### config.mk
export PLATFORM = sky130hd
export DESIGN_NAME = irq_request_unit
export DESIGN_NICKNAME = d
export VERILOG_FILES = /design/src/hw/irq_unit_pkg.sv /design/src/hw/req_sync.sv /design/src/hw/edge_latch.sv /design/src/hw/irq_request_unit.sv
export SDC_FILE = /design/constraint.sdc
export NUM_CORES = 1
export LEC_CHECK = 0
export BUFFER_PORTS_ARGS = -buffer_cell sky130_fd_sc_hd__buf_2
export CORE_MARGIN = 2
export CORE_UTILIZATION = 42
export CTS_BUF_LIST = sky130_fd_sc_hd__clkbuf_16
export DETAILED_ROUTE_END_ITERATION = 12
export HOLD_SLACK_MARGIN = 0.05
export PLACE_DENSITY_LB_ADDON = 0.1
export SLEW_MARGIN = 20
export SYNTH_ARGS = -nofsm -noshare
export SYNTH_HDL_FRONTEND = slang
export SYNTH_SLANG_ARGS = --single-unit
### constraint.sdc
create_clock -name clk -period 2.9 [get_ports clk]
set_input_delay 0.29 -clock clk [delete_from_list [all_inputs] [get_ports clk]]
set_output_delay 0.29 -clock clk [all_outputs]
set_load 0.02 [all_outputs]
### src/hw/irq_unit_pkg.sv
package irq_unit_pkg;

  // ==========================================================================
  // Register map
  localparam logic [7:0] OPTION_OFFSET    = 8'hc8;
  localparam logic [7:0] OPTION_RESET     = 8'h00;
  localparam int         LVL_SEL_BIT      = 6;
  localparam int         POL_SEL_BIT      = 5;
  localparam int         ENABLE_BIT       = 4;
  localparam logic [7:0] OPTION_USED_MASK = 8'h70;

  // ==========================================================================
  // Vector addresses, program space
  localparam logic [11:0] VEC_SRC0       = 12'hffc;
  localparam logic [11:0] VEC_SRC1       = 12'hff6;
  localparam logic [11:0] VEC_SRC2       = 12'hff4;
  localparam logic [11:0] VEC_SRC3       = 12'hff2;
  localparam logic [11:0] VEC_SRC4       = 12'hff0;

  // ==========================================================================
  // Timing
  localparam int          LDI_CYCLES     = 4;
  localparam int          LDI_RACE_CYC   = 3;

  // Flag set selection
  typedef enum logic [1:0] {
    FSET_NORMAL  = 2'b00,
    FSET_SERVICE = 2'b01,
    FSET_NMI     = 2'b10
  } flag_set_t;

  // Entry sequencer states
  typedef enum logic [2:0] {
    ST_RUN    = 3'b000,
    ST_SWAP   = 3'b001,
    ST_PUSH   = 3'b010,
    ST_CLEAR  = 3'b011,
    ST_VECTOR = 3'b100
  } entry_state_t;

endpackage

### src/hw/req_sync.sv
`timescale 1ns/1ps
// ============================================================================
// Two-flop synchroniser for request lines
module req_sync #(
  parameter int WIDTH = 1
) (
  input  wire logic             clk,
  input  wire logic             rst_n,
  input  wire logic [WIDTH-1:0] din,
  output logic      [WIDTH-1:0] dout
);
  logic [WIDTH-1:0] meta_ff;

  // First stage read only by second stage
  always_ff @(posedge clk) begin
    if (!rst_n) begin
      meta_ff <= '1;
      dout    <= '1;
    end else begin
      meta_ff <= din;
      dout    <= meta_ff;
    end
  end
endmodule

### src/hw/edge_latch.sv
`timescale 1ns/1ps
// ============================================================================
// Single pending latch for an edge-sensitive source
module edge_latch (
  input  wire logic clk,
  input  wire logic rst_n,
  input  wire logic line,
  input  wire logic rising,
  input  wire logic enable,
  input  wire logic clear,
  output logic      pending
);
  logic prev_ff;
  logic hit;

  // Selected polarity edge
  assign hit = enable && (rising ? (line && !prev_ff) : (!line && prev_ff));

  always_ff @(posedge clk) begin
    if (!rst_n) prev_ff <= 1'b1;
    else        prev_ff <= line;
  end

  // Holds one request; set beats clear
  always_ff @(posedge clk) begin
    if (!rst_n)     pending <= 1'b0;
    else if (hit)   pending <= 1'b1;
    else if (clear) pending <= 1'b0;
  end
endmodule

### src/hw/irq_request_unit.sv
// Chosen here: the plain strobed port.
`timescale 1ns/1ps
module irq_request_unit
  import irq_unit_pkg::*;
(
  input  wire logic        clk,
  input  wire logic        rst_n,
  // Register port
  input  wire logic [7:0]  reg_addr,
  input  wire logic [7:0]  reg_wdata,
  input  wire logic        reg_wr,
  input  wire logic        reg_rd,
  output logic      [7:0]  reg_rdata,
  // Core handshake
  input  wire logic        instr_end,
  input  wire logic        ldi_option_clear,
  input  wire logic [1:0]  ldi_cycle,
  input  wire logic        return_from_service,
  input  wire logic        core_sleeping,
  input  wire logic [11:0] pc_in,
  output logic             wake_up,
  output logic             irq_taken,
  output logic             pc_push,
  output logic [11:0]      pc_push_data,
  output logic             pc_pop,
  output logic             pc_load,
  output logic [11:0]      pc_load_data,
  output logic [1:0]       flag_set,
  output logic [2:0]       active_source,
  // Pins
  input  wire logic [7:0]  port_a_irq,
  input  wire logic [7:0]  port_b_irq,
  input  wire logic [7:0]  port_c_irq,
  input  wire logic [7:0]  port_d_irq,
  // Peripheral events and their masks
  input  wire logic        timer_zero_event,
  input  wire logic        timer_irq_mask,
  input  wire logic        conv_done_event,
  input  wire logic        converter_irq_mask,
  input  wire logic        byte_received_event,
  input  wire logic        receive_irq_mask,
  input  wire logic        byte_sent_event,
  input  wire logic        transmit_irq_mask,
  input  wire logic        reload_overflow_event,
  input  wire logic        reload_overflow_mask,
  input  wire logic        reload_compare_event,
  input  wire logic        reload_compare_mask,
  input  wire logic        reload_edge_event,
  input  wire logic        reload_edge_mask,
  input  wire logic        sync_serial_done_n
);
  import irq_unit_pkg::*;

  // ==========================================================================
  // Option register
  logic [7:0]     interrupt_option_reg_ff;
  logic           global_irq_enable;
  logic           level_edge_select;
  logic           edge_polarity_select;

  // Write-only; unused bits kept zero
  always_ff @(posedge clk) begin
    if (!rst_n)
      interrupt_option_reg_ff <= OPTION_RESET;
    else if (reg_wr && reg_addr == OPTION_OFFSET)
      interrupt_option_reg_ff <= reg_wdata & OPTION_USED_MASK;
  end

  assign global_irq_enable    = interrupt_option_reg_ff[ENABLE_BIT];
  assign level_edge_select    = interrupt_option_reg_ff[LVL_SEL_BIT];
  assign edge_polarity_select = interrupt_option_reg_ff[POL_SEL_BIT];

  // Reads return zero: register is write-only
  always_ff @(posedge clk) begin
    if (!rst_n) reg_rdata <= 8'h00;
    else        reg_rdata <= 8'h00;
  end

  // ==========================================================================
  // Pin synchronisers and routing
  logic [3:0] pin_raw;
  logic [3:0] pin_sync;

  // Active-low wired requests per source pin group
  assign pin_raw = {&port_d_irq, &port_c_irq, &port_b_irq,
                    &port_a_irq & sync_serial_done_n};

  req_sync #(.WIDTH(4)) u_sync (
    .clk   (clk),
    .rst_n (rst_n),
    .din   (pin_raw),
    .dout  (pin_sync)
  );

  logic src1_line;
  logic src2_line;
  logic src0_line;
  logic src3_req;
  logic src4_req;

  assign src1_line = pin_sync[0];
  assign src2_line = pin_sync[1] & pin_sync[3];
  assign src0_line = pin_sync[2];
  // Peripheral requests, each under its own mask
  assign src3_req  = (reload_overflow_event & reload_overflow_mask) |
                     (reload_compare_event & reload_compare_mask) |
                     (reload_edge_event & reload_edge_mask);
  assign src4_req  = (timer_zero_event & timer_irq_mask) |
                     (conv_done_event & converter_irq_mask) |
                     (byte_received_event & receive_irq_mask) |
                     (byte_sent_event & transmit_irq_mask);

  // ==========================================================================
  // Pending latches
  entry_state_t state_ff;
  logic [2:0]   sel_ff;
  logic         clr_nmi;
  logic         clr_src1;
  logic         clr_src2;
  logic         nmi_pend;
  logic         src1_edge_pend;
  logic         src2_pend;
  logic         src1_pend;

  assign clr_nmi  = state_ff == ST_CLEAR && sel_ff == 3'd0;
  assign clr_src1 = (state_ff == ST_CLEAR && sel_ff == 3'd1) || level_edge_select;
  assign clr_src2 = state_ff == ST_CLEAR && sel_ff == 3'd2;

  edge_latch u_nmi (
    .clk     (clk),
    .rst_n   (rst_n),
    .line    (src0_line),
    .rising  (1'b0),
    .enable  (1'b1),
    .clear   (clr_nmi),
    .pending (nmi_pend)
  );

  edge_latch u_src1 (
    .clk     (clk),
    .rst_n   (rst_n),
    .line    (src1_line),
    .rising  (1'b0),
    .enable  (!level_edge_select),
    .clear   (clr_src1),
    .pending (src1_edge_pend)
  );

  edge_latch u_src2 (
    .clk     (clk),
    .rst_n   (rst_n),
    .line    (src2_line),
    .rising  (edge_polarity_select),
    .enable  (1'b1),
    .clear   (clr_src2),
    .pending (src2_pend)
  );

  // Level mode reads the line directly, nothing stored
  assign src1_pend = level_edge_select ? !src1_line : src1_edge_pend;

  // ==========================================================================
  // Service nesting and priority
  logic       in_service_ff;
  logic       in_nmi_ff;
  logic       nested_nmi_ff;
  logic [1:0] saved_set_ff;
  logic       mask_ok;
  logic       take;
  logic [2:0] pick;

  // Maskable only when enabled and no routine runs
  assign mask_ok = global_irq_enable && !in_service_ff && !in_nmi_ff;

  // Fixed priority selection
  always_comb begin
    pick = 3'd7;
    if (nmi_pend && !in_nmi_ff) pick = 3'd0;
    else if (mask_ok && src1_pend) pick = 3'd1;
    else if (mask_ok && src2_pend) pick = 3'd2;
    else if (mask_ok && src3_req)  pick = 3'd3;
    else if (mask_ok && src4_req)  pick = 3'd4;
  end

  // Decision at instruction boundary
  assign take = state_ff == ST_RUN && instr_end && pick != 3'd7;

  // Wake only under global enable
  assign wake_up = core_sleeping && global_irq_enable &&
                   (nmi_pend || src1_pend || src2_pend || src3_req || src4_req);

  // Vector lookup
  function automatic logic [11:0] vec_of(input logic [2:0] s);
    case (s)
      3'd0:    vec_of = VEC_SRC0;
      3'd1:    vec_of = VEC_SRC1;
      3'd2:    vec_of = VEC_SRC2;
      3'd3:    vec_of = VEC_SRC3;
      default: vec_of = VEC_SRC4;
    endcase
  endfunction

  // Race with option-clearing load skips the flag swap
  logic race_ff;
  always_ff @(posedge clk) begin
    if (!rst_n) race_ff <= 1'b0;
    else if (take)
      race_ff <= ldi_option_clear && pick != 3'd0 &&
                 ldi_cycle < 2'(LDI_RACE_CYC);
  end

  // ==========================================================================
  // Entry sequencer
  entry_state_t nxt_state;
  always_comb begin
    case (state_ff)
      ST_RUN:    nxt_state = take ? ST_SWAP : ST_RUN;
      ST_SWAP:   nxt_state = ST_PUSH;
      ST_PUSH:   nxt_state = ST_CLEAR;
      ST_CLEAR:  nxt_state = ST_VECTOR;
      ST_VECTOR: nxt_state = ST_RUN;
      default:   nxt_state = ST_RUN;
    endcase
  end

  always_ff @(posedge clk) begin
    if (!rst_n) state_ff <= ST_RUN;
    else        state_ff <= nxt_state;
  end

  always_ff @(posedge clk) begin
    if (!rst_n)    sel_ff <= 3'd0;
    else if (take) sel_ff <= pick;
  end

  assign irq_taken     = take;
  assign active_source = sel_ff;
  assign pc_push       = state_ff == ST_PUSH;
  assign pc_push_data  = pc_in;
  assign pc_load       = state_ff == ST_VECTOR;
  assign pc_load_data  = vec_of(sel_ff);
  assign pc_pop        = return_from_service && state_ff == ST_RUN;

  // ==========================================================================
  // Mode and flag-set tracking
  always_ff @(posedge clk) begin
    if (!rst_n) begin
      in_service_ff <= 1'b0;
      in_nmi_ff     <= 1'b0;
      nested_nmi_ff <= 1'b0;
      saved_set_ff  <= FSET_NORMAL;
      flag_set      <= FSET_NORMAL;
    end else if (state_ff == ST_SWAP) begin
      saved_set_ff <= flag_set;
      if (sel_ff == 3'd0) begin
        in_nmi_ff     <= 1'b1;
        nested_nmi_ff <= in_service_ff;
        flag_set      <= FSET_NMI;
      end else begin
        in_service_ff <= 1'b1;
        if (!race_ff)
          flag_set <= FSET_SERVICE;
      end
    end else if (pc_pop) begin
      // Restore previous set on return
      flag_set <= saved_set_ff;
      if (in_nmi_ff) begin
        in_nmi_ff    <= 1'b0;
        saved_set_ff <= FSET_NORMAL;
        if (!nested_nmi_ff) in_service_ff <= 1'b0;
      end else begin
        in_service_ff <= 1'b0;
      end
    end
  end
endmodule

# After elaboration in Yosys (flattened, before gate mapping)
# Cells that the tools add are included.
dict set report totals {
  regBits 31
  input_bits 85
  out_inout_bits 42
  elab_cells 128
}
dict set report classes {
  order_cmp 1
  n_eq_ne 13
  n_mux 31
  bitwise_logic 14
  reduce_logical 52
}
# operator count
set ops {}
lappend ops {{$reduce_and A8 Y1} 4}
lappend ops {{$logic_and A1 B1 Y1} 23}
lappend ops {{$mux W1} 17}
lappend ops {{$mux W2} 8}
lappend ops {{$pmux W4 S4} 1}
lappend ops {{$eq A3 B2 Y1 const B} 4}
lappend ops {{$mux W3} 4}
lappend ops {{$pmux W3 S4} 1}
lappend ops {{$reduce_bool A2 Y1} 5}
lappend ops {{$and A1 B1 Y1} 9}
lappend ops {{$eq A8 B8 Y1 const B} 1}
lappend ops {{$reduce_and A2 Y1} 4}
lappend ops {{$logic_not A1 Y1} 7}
lappend ops {{$eq A3 B1 Y1 const B} 2}
lappend ops {{$logic_not A3 Y1} 2}
lappend ops {{$ne A3 B3 Y1 const B} 2}
lappend ops {{$logic_or A1 B1 Y1} 5}
lappend ops {{$or A1 B1 Y1} 5}
lappend ops {{$ne A2 B2 Y1 const B} 2}
lappend ops {{$eq A3 B3 Y1 const B} 1}
lappend ops {{$ne A3 B2 Y1 const B} 1}
lappend ops {{$reduce_and A3 Y1} 1}
lappend ops {{$reduce_bool A3 Y1} 1}
lappend ops {{$lt A2 B2 Y1 const B} 1}

# Longest topological paths before layout
# Gate-level depths: netlist (run 1).
dict set report logic_depth {
  depth_word 14
  mapped_depth 7
  depth_no_buf 6
}

# Modules after synthesis
# From an unflattened synthesis (run 1), not the netlist that was laid out.
dict set report unflattened {
  hier_cells 188
  area_unflattened_um2 1662.8
}
# mod n_inst cells_each area_each_um2
set by_module_without_submodules {}
lappend by_module_without_submodules {irq_request_unit 1 151 1197.4}
lappend by_module_without_submodules {edge_latch 3 7 85.1}
lappend by_module_without_submodules {req_sync 1 16 210.2}

# Least setup slack after synthesis (run 1)
# Ideal clock, no wire load.
dict set report synth_path {
  path_type {reg-to-output}
  startpoint {register state_ff[0]}
  endpoint {output irq_taken}
  arrival_ps 1413
  required_time_ps 2610
  slack_ps 1197
  path_stages_with_launch 5
  cell_sequence {dfxtp_1 > buf_2 > or4b_4 > a21oi_2 > o31a_1}
}
dict set report synth_between {
  elab_chain_len 3
}
# item line_no
set synth_lines {}
lappend synth_lines {{start: declaration} irq_request_unit.sv:115} ;# entry_state_t state_ff;
lappend synth_lines {{start signal: assignment} irq_request_unit.sv:228} ;# else state_ff <= nxt_state;
lappend synth_lines {{$logic_not A3 Y1} irq_request_unit.sv:186} ;# assign take = state_ff == ST_RUN && instr_end && pick != 3'd7;
lappend synth_lines {{$logic_and A1 B1 Y1 (2 in series)} irq_request_unit.sv:186}
lappend synth_lines {{end: declaration} irq_request_unit.sv:22} ;# output logic irq_taken,
# No other way between the ends.

# Final worst setup path (run 1)
# Same ends and word-level chain as after synthesis.

==> results.py, run 1 <==
metrics = {
    "worst_setup_path": {
        "r2r_slack_ns": 1.27,
        "worst_ep_arrival_time_ns": 1.85,
        "worst_r2r_endpoint": "active_source[2]",
        "worst_setup_path_end_kind": "primary output",
        "timing.reg2reg.worst_path_depth": 4,
        "critical_path.startpoint_type": "flip-flop",
        "worst-path-max-fanout": 9,
        "critical_path.reg2reg.startpoint": "state_ff[0]",
        "setup.worst_path.class": "flip-flop to primary output",
        "cp.required_ns": 2.61,
    },
    "yosys": {
        "synth.distinct_cells": 43,
        "synth_top_cell_area_share_pct": 39.3,
        "synth.yosys.seq_area_share_pct": 39.3,
        "yosys_warns": 0,
        "muxShareOfSynthArea_pct": 1.90,
        "ys_seq_elements": 31,
        "synth-xor-area-share_pct": 0.555,
        "synth_top_family_by_area": "simple AND/OR/NAND/NOR gates",
        "yosysTopAreaCell": "dfxtp_1",
        "synth-compound-area-share_pct": 19.0,
        "synthTopCellsByArea": "dfxtp_1, buf_4, nand2_1, nand2b_1, nand4_1",
        "async_flop_share_pct": 0,
        "post-synth-top-count-cell": "dfxtp_1",
        "post_synth_simple_gate_area_pct": 22.4,
        "synth_ff_type": "dfxtp_1",
        "synth.top_cells.by_count": "dfxtp_1, buf_4, nand2_1",
        "synth_area_sq_mm": 0.00158,
        "synth_area_per_cell_sq_um": 8.48,
        "adder_cell_fraction_of_synth_area_pct": 0,
        "post_synth_edffs": 0,
        "synth_cells": 186,
    },
    "clock_tree": {
        "clkTransAtPathRegs_ns": 0.05,
        "clock_path_buffers": 2,
        "cts_post_setup_buffers_inserted": 0,
        "htree_levels": 2,
        "clock_latency_ns": 0.28,
        "ctsRootBufferMaster": "clkbuf_16",
        "post_cts_resize_count": 0,
        "clkSinkCount": 31,
        "cts.hold.buffers_added": 0,
        "numCtsBuffers": 5,
        "tritoncts_clock_tree": "yes",
    },
    "worst_hold_path": {
        "hold_path_class": "input pin to flip-flop",
        "min_from": "reg_wdata[4]",
        "min_path_cells": 3,
        "hold_path_end": "interrupt_option_reg_ff[4]",
    },
    "floorplan": {
        "die_height_um": 65.3,
        "chipWidth_um": 65.3,
        "initial_utilization_pct": 43.4,
        "core-area_sq_mm": 0.00363,
        "top_level_ports": 127,
        "floorplan.rows": 22,
        "floorplan.die_area_sq_mm": 0.00426,
    },
    "sta": {
        "fin_hold_ws_ns": 0.244,
        "setup-tns-final_ns": 0,
        "finalSetupViolations": 0,
        "rsz0062_at_grt": "false",
        "min_period_ns": 2.14,
        "worst_slew_pin_slew_ns": 0.794,
        "final.setup.worst_slack_ns": 0.764,
        "final_hold_viol_count": 0,
        "tcrit_tclk_final_pct": 73.6,
        "worst_case_clock_skew_ns": 0.00344,
        "slew_viol_final": 0,
        "fmax_mhz": 468,
        "slew_headroom_pct": 47.0,
    },
    "power": {
        "power_switching_share_pct": 25.3,
        "combinationalPowerShare_pct": 13.0,
        "leakagePower_nw": 0.948,
        "totalPowerFinal_w": 0.00111,
        "max-vdd-ir-drop_v": 0.000332,
        "p_int_w": 0.000826,
        "power.switching_w": 0.000280,
        "pwr-share-clk_pct": 46.0,
        "pwr_density_cell_mw_per_mm2": 552,
        "seqPwrFrac_pct": 41.1,
    },
    "global_routing": {
        "globalRouteMet2Util_pct": 26.3,
        "global_route.usage.met3_pct": 6.51,
        "grt.total_usage_pct": 17.0,
        "pin_count_of_the_biggest_net_entering_global_routing": 18,
        "use_met1_pct": 20.7,
        "grt_max_usage_layer": "met2",
        "grt_pass1_vias": 1312,
        "first_pass_grt_wire_length_um": 5540,
        "initial_antenna_violation_count": 0,
        "grt-ovfl-total": 0,
    },
    "finish": {
        "multiInputGateArea_sq_um": 756,
        "final_net_count": 339,
        "final.fill_count": 379,
        "antenna_cells_inserted": 0,
        "seq_area_sq_um": 621,
        "final_layout_size_suffix_gt1_share_pct": 36.9,
        "syn_to_final_growth_pct": 27.0,
    },
    "detailed_routing": {
        "drtPass1Iterations": 4,
        "drt_wl_total_um": 3380,
        "drcViolationCount": 0,
        "post_drt_wl_per_cell_um": 11.1,
        "drt_first_iter_violations": 71,
        "route.antenna.remaining_nets": 0,
        "via_per_inst": 4.96,
        "via_count": 1502,
    },
    "outcome": {
        "run_status": "finished clean",
    },
    "placed_design": {
        "io_buffer_count": 79,
        "detailed_place_hpwl_um": 2690,
        "gpl.final_weighted_congestion": 0.826,
        "dpl_worst_slack_ns": 0.861,
    },
    "flow_run": {
        "maxCapViolations": 0,
    },
}
## layout make-up
cell class | instances | share of cell area (%)
clock buffer | 5 | 6.24
sequential | 31 | 31.0
timing repair buffer | 79 | 19.7
inverter | 6 | 1.12
multi-input combinational | 131 | 37.7
tap | 48 | 3.00
clock inverter | 3 | 1.25
## flip-flops by register name (all words and copies together) (netlist names), 2 cells and up
name                     count
saved_set_ff                 2
state_ff                     3
u_sync.meta_ff               4
flag_set                     2
u_sync.dout                  4
active_source                3
interrupt_option_reg_ff      3
## worst max-delay path: stages, from the launching register on
cell and delay, ns:
dfxtp_1 0.39, or4b_4 0.60, a21oi_2 0.14, o31a_1 0.24, buf_2 0.20
## power groups by stage
| stage | registers [W] | clock network, W | logic (W) |
|---|---|---|---|
| final | 0.000454 | 0.000509 | 0.000144 |
| after global routing | 0.000456 | 0.000539 | 0.000162 |
| after CTS | 0.000454 | 0.000520 | 0.000145 |
| after detailed placement | 0.000463 | 0 | 0.000144 |
| after global placement | 0.000463 | 0 | 0.000144 |
| after floorplan | 0.000460 | 0 | 0.000129 |
## through the flow
stage / instances / utilization (%) / instance area, sq um
2_1_floorplan: 201 / - / 1630
3_3_place_gp: 295 / 51.0 / 1850
3_5_place_dp: 295 / 51.0 / 1850
4_1_cts: 303 / 55.2 / 2000
5_1_grt: 303 / 55.2 / 2000
6_report: 303 / 55.2 / 2000
## cells by family (layout without fill, tap and decap cells)
family	after synthesis	in the layout
and+or+nand+nor	67	67
AOI/OAI and AO/OA	43	43
buffers and inverters	39	93
DFF	31	31
muxes	3	3
other	2	17
xor gates and xnor gates	1	1
## worst max-delay path by stage
| stage | startpoint | end | slack [ns] | cells past startpoint |
|---|---|---|---|---|
| after floorplan | state_ff[0] | irq_taken | 1.20 | 4 |
| after global placement | reload_overflow_event | irq_taken | 0.86 | 5 |
| after detailed placement | reload_overflow_event | irq_taken | 0.86 | 5 |
| after CTS | state_ff[0] | irq_taken | 0.76 | 4 |
| after global routing | state_ff[0] | irq_taken | 0.69 | 4 |
| final | state_ff[0] | irq_taken | 0.76 | 4 |
## cells in the final DEF (no fill, tap or decap), drive strengths merged, types with 2 or more instances in the layout
master / instances
clkinv: 2
o22ai: 2
o31ai: 2
nor3b: 3
nand2: 20
a31oi: 2
clkbuf: 5
conb: 17
nand2b: 10
a22oi: 4
o21ai: 7
o211ai: 2
buf: 79
mux2i: 3
nand3: 4
nor2: 11
nand4: 8
inv: 6
a21oi: 10
nor3: 3
a211oi: 3
dfxtp: 31
o41ai: 2
## per-layer routing
metal,wire (um),vias to the layer above
li1,-,752
met2,1410,91
met5,0,-
met1,1500,653
met3,411,6
met4,52,0
(Power assumes the default switching activity.)
==> inputs of run 2 (changes only) <==
- CORE_UTILIZATION: 42 -> 35
- clock period: 2.9 -> 1.85 ns (I/O delays scaled with it)
==> run 2 against run 1 <==
Against the previous run:
- the run now ends with setup timing left
- cell count up 6.6%
- core utilization down 5.4 points
- setup slack worse by 0.80 ns
- register-to-register slack worse by 1.2 ns
- critical path type unchanged
- critical endpoint unchanged
- largest cell class unchanged
==> results.py, run 2 (synthesized netlist as in run 1, its figures left out) <==
metrics = {
    "global_routing": {
        "first_pass_grt_wire_length_um": 5910,
        "grt_pass1_vias": 1412,
        "grt.total_usage_pct": 14.7,
        "grt-ovfl-total": 0,
        "initial_antenna_violation_count": 0,
        "pin_count_of_the_biggest_net_entering_global_routing": 17,
    },
    "detailed_routing": {
        "route.antenna.remaining_nets": 0,
        "post_drt_wl_per_cell_um": 11.6,
        "via_count": 1570,
        "drtPass1Iterations": 4,
        "drt_first_iter_violations": 136,
        "drcViolationCount": 0,
        "drt_wl_total_um": 3750,
        "via_per_inst": 4.86,
    },
    "floorplan": {
        "core-area_sq_mm": 0.00435,
        "die_height_um": 71.1,
        "chipWidth_um": 71.1,
        "floorplan.die_area_sq_mm": 0.00506,
        "floorplan.rows": 24,
        "top_level_ports": 127,
        "initial_utilization_pct": 36.2,
    },
    "clock_tree": {
        "clock_latency_ns": 0.27,
        "tritoncts_clock_tree": "yes",
        "numCtsBuffers": 5,
        "htree_levels": 2,
        "ctsRootBufferMaster": "clkbuf_16",
        "cts.hold.buffers_added": 0,
        "clkSinkCount": 31,
        "clkTransAtPathRegs_ns": 0.05,
        "clock_path_buffers": 2,
    },
    "finish": {
        "mostFrequentLayoutCells": "buf_2, dfxtp_1, nand2_1, conb_1",
        "final_net_count": 355,
        "syn_to_final_growth_pct": 37.3,
        "final_layout_size_suffix_gt1_share_pct": 41.3,
        "final_cell_area_excluding_filler_cells_sq_mm": 0.00217,
        "most_common_cell_after_layout_fill_and_taps_aside": "buf_2",
        "largest_registers": "u_sync.dout x4, u_sync.meta_ff x4",
        "antenna_cells_inserted": 0,
    },
    "sta": {
        "fin_hold_ws_ns": 0.147,
        "final.setup.worst_slack_ns": -0.0326,
        "min_period_ns": 1.88,
        "rsz0062_at_grt": "true",
        "slew_viol_final": 0,
        "tcrit_tclk_final_pct": 102,
        "setup-tns-final_ns": -0.0326,
        "worst_case_clock_skew_ns": 0.00260,
        "fmax_mhz": 531,
        "finalSetupViolations": 1,
        "final_hold_viol_count": 0,
    },
    "power": {
        "power_switching_share_pct": 24.9,
        "power.switching_w": 0.000435,
        "leakagePower_nw": 1.04,
        "pwr_density_cell_mw_per_mm2": 808,
        "max-vdd-ir-drop_v": 0.000560,
        "p_int_w": 0.00131,
        "totalPowerFinal_w": 0.00175,
        "combinationalPowerShare_pct": 15.7,
        "pwr-share-clk_pct": 43.8,
        "seqPwrFrac_pct": 40.5,
    },
    "worst_setup_path": {
        "cp.required_ns": 1.66,
        "cpLargestDelayFamily": "simple AND/OR/NAND/NOR gates",
        "worst_ep_arrival_time_ns": 1.70,
        "timing.critical_path.slowest_cell_delay_ns": 0.55,
        "critical-path-slowest-cell": "or4b_4",
        "worst-path-max-fanout": 4,
        "critical_path.startpoint_type": "flip-flop",
        "count_of_buffer_and_inverter_cells_on_the_critical_path": 1,
        "path_cells": "or4b_4, a21oi_2, o31a_1, buf_6",
        "setup.worst_path.class": "flip-flop to primary output",
        "worst_setup_path_end_kind": "primary output",
    },
    "placed_design": {
        "dpl-instance-area_sq_mm": 0.00192,
        "io_buffer_count": 79,
        "gpl.final_weighted_congestion": 0.829,
        "dpl_worst_slack_ns": 0.205,
        "detailed_place_hpwl_um": 2800,
    },
    "flow_run": {
        "maxCapViolations": 0,
    },
    "outcome": {
        "violations_in_the_final_reports": "setup timing",
        "run_status": "finished, violations left",
    },
    "worst_hold_path": {
        "hold_path_class": "input pin to flip-flop",
    },
}
[run 2: layout make-up]
class	instances	area [sq um]
Timing Repair Buffer	95	544
Fill cell	412	2190
Inverter	6	22.5
Sequential cell	31	622
Clock buffer	5	125
Clock inverter	3	16.3
Multi-Input combinational cell	131	771
Tap cell	52	65.1
[run 2: power by group through the flow]
stage          Clock [W]  Combinational (W)  Sequential, W
2_1_floorplan          0           0.000202       0.000721
3_3_place_gp           0           0.000247       0.000720
3_5_place_dp           0           0.000247       0.000720
4_1_cts         0.000791           0.000264       0.000706
5_1_grt         0.000814           0.000301       0.000711
6_report        0.000766           0.000275       0.000708
[run 2: final timing paths]
kind                     start                         end  slack (ns)  cells past startpoint
max reg2reg        state_ff[2]            active_source[1]        0.06                     10
min reg2reg  u_sync.meta_ff[0]              u_sync.dout[0]        0.40                      1
min               reg_wdata[5]  interrupt_option_reg_ff[5]        0.15                      3
max                state_ff[2]                   irq_taken       -0.03                      4
[run 2: layer usage]
metal  part of all wire, %  GRT usage (%)  routed length [um]
met2                    43           23.3                1620
met1                    43           17.7                1610
met4                   3.2           7.34                 119
met5                     0              0                   0
met3                    11           4.84                 397
[run 2: worst reg2reg max path, stage by stage, from the launching register on]
cell      delay [ns]
dfxtp_2         0.31
or4b_4          0.55
a21oi_2         0.14
buf_4           0.12
buf_6           0.08
buf_6           0.08
buf_6           0.08
buf_6           0.08
buf_6           0.09
buf_6           0.08
a211oi_2        0.05
[run 2: through the flow]
step	cells	util [%]
after global routing	323	49.7
final	323	49.7
after floorplan	201	-
after detailed placement	307	44.1
after global placement	307	44.1
after CTS	323	48.9
[run 2: what timing repair did]
action,CTS,global route
pin swaps,1,1
endpoints found under the hold margin,0,0
endpoints found under the setup margin,1,2
buffers inserted,8,0
resized for setup,3,9
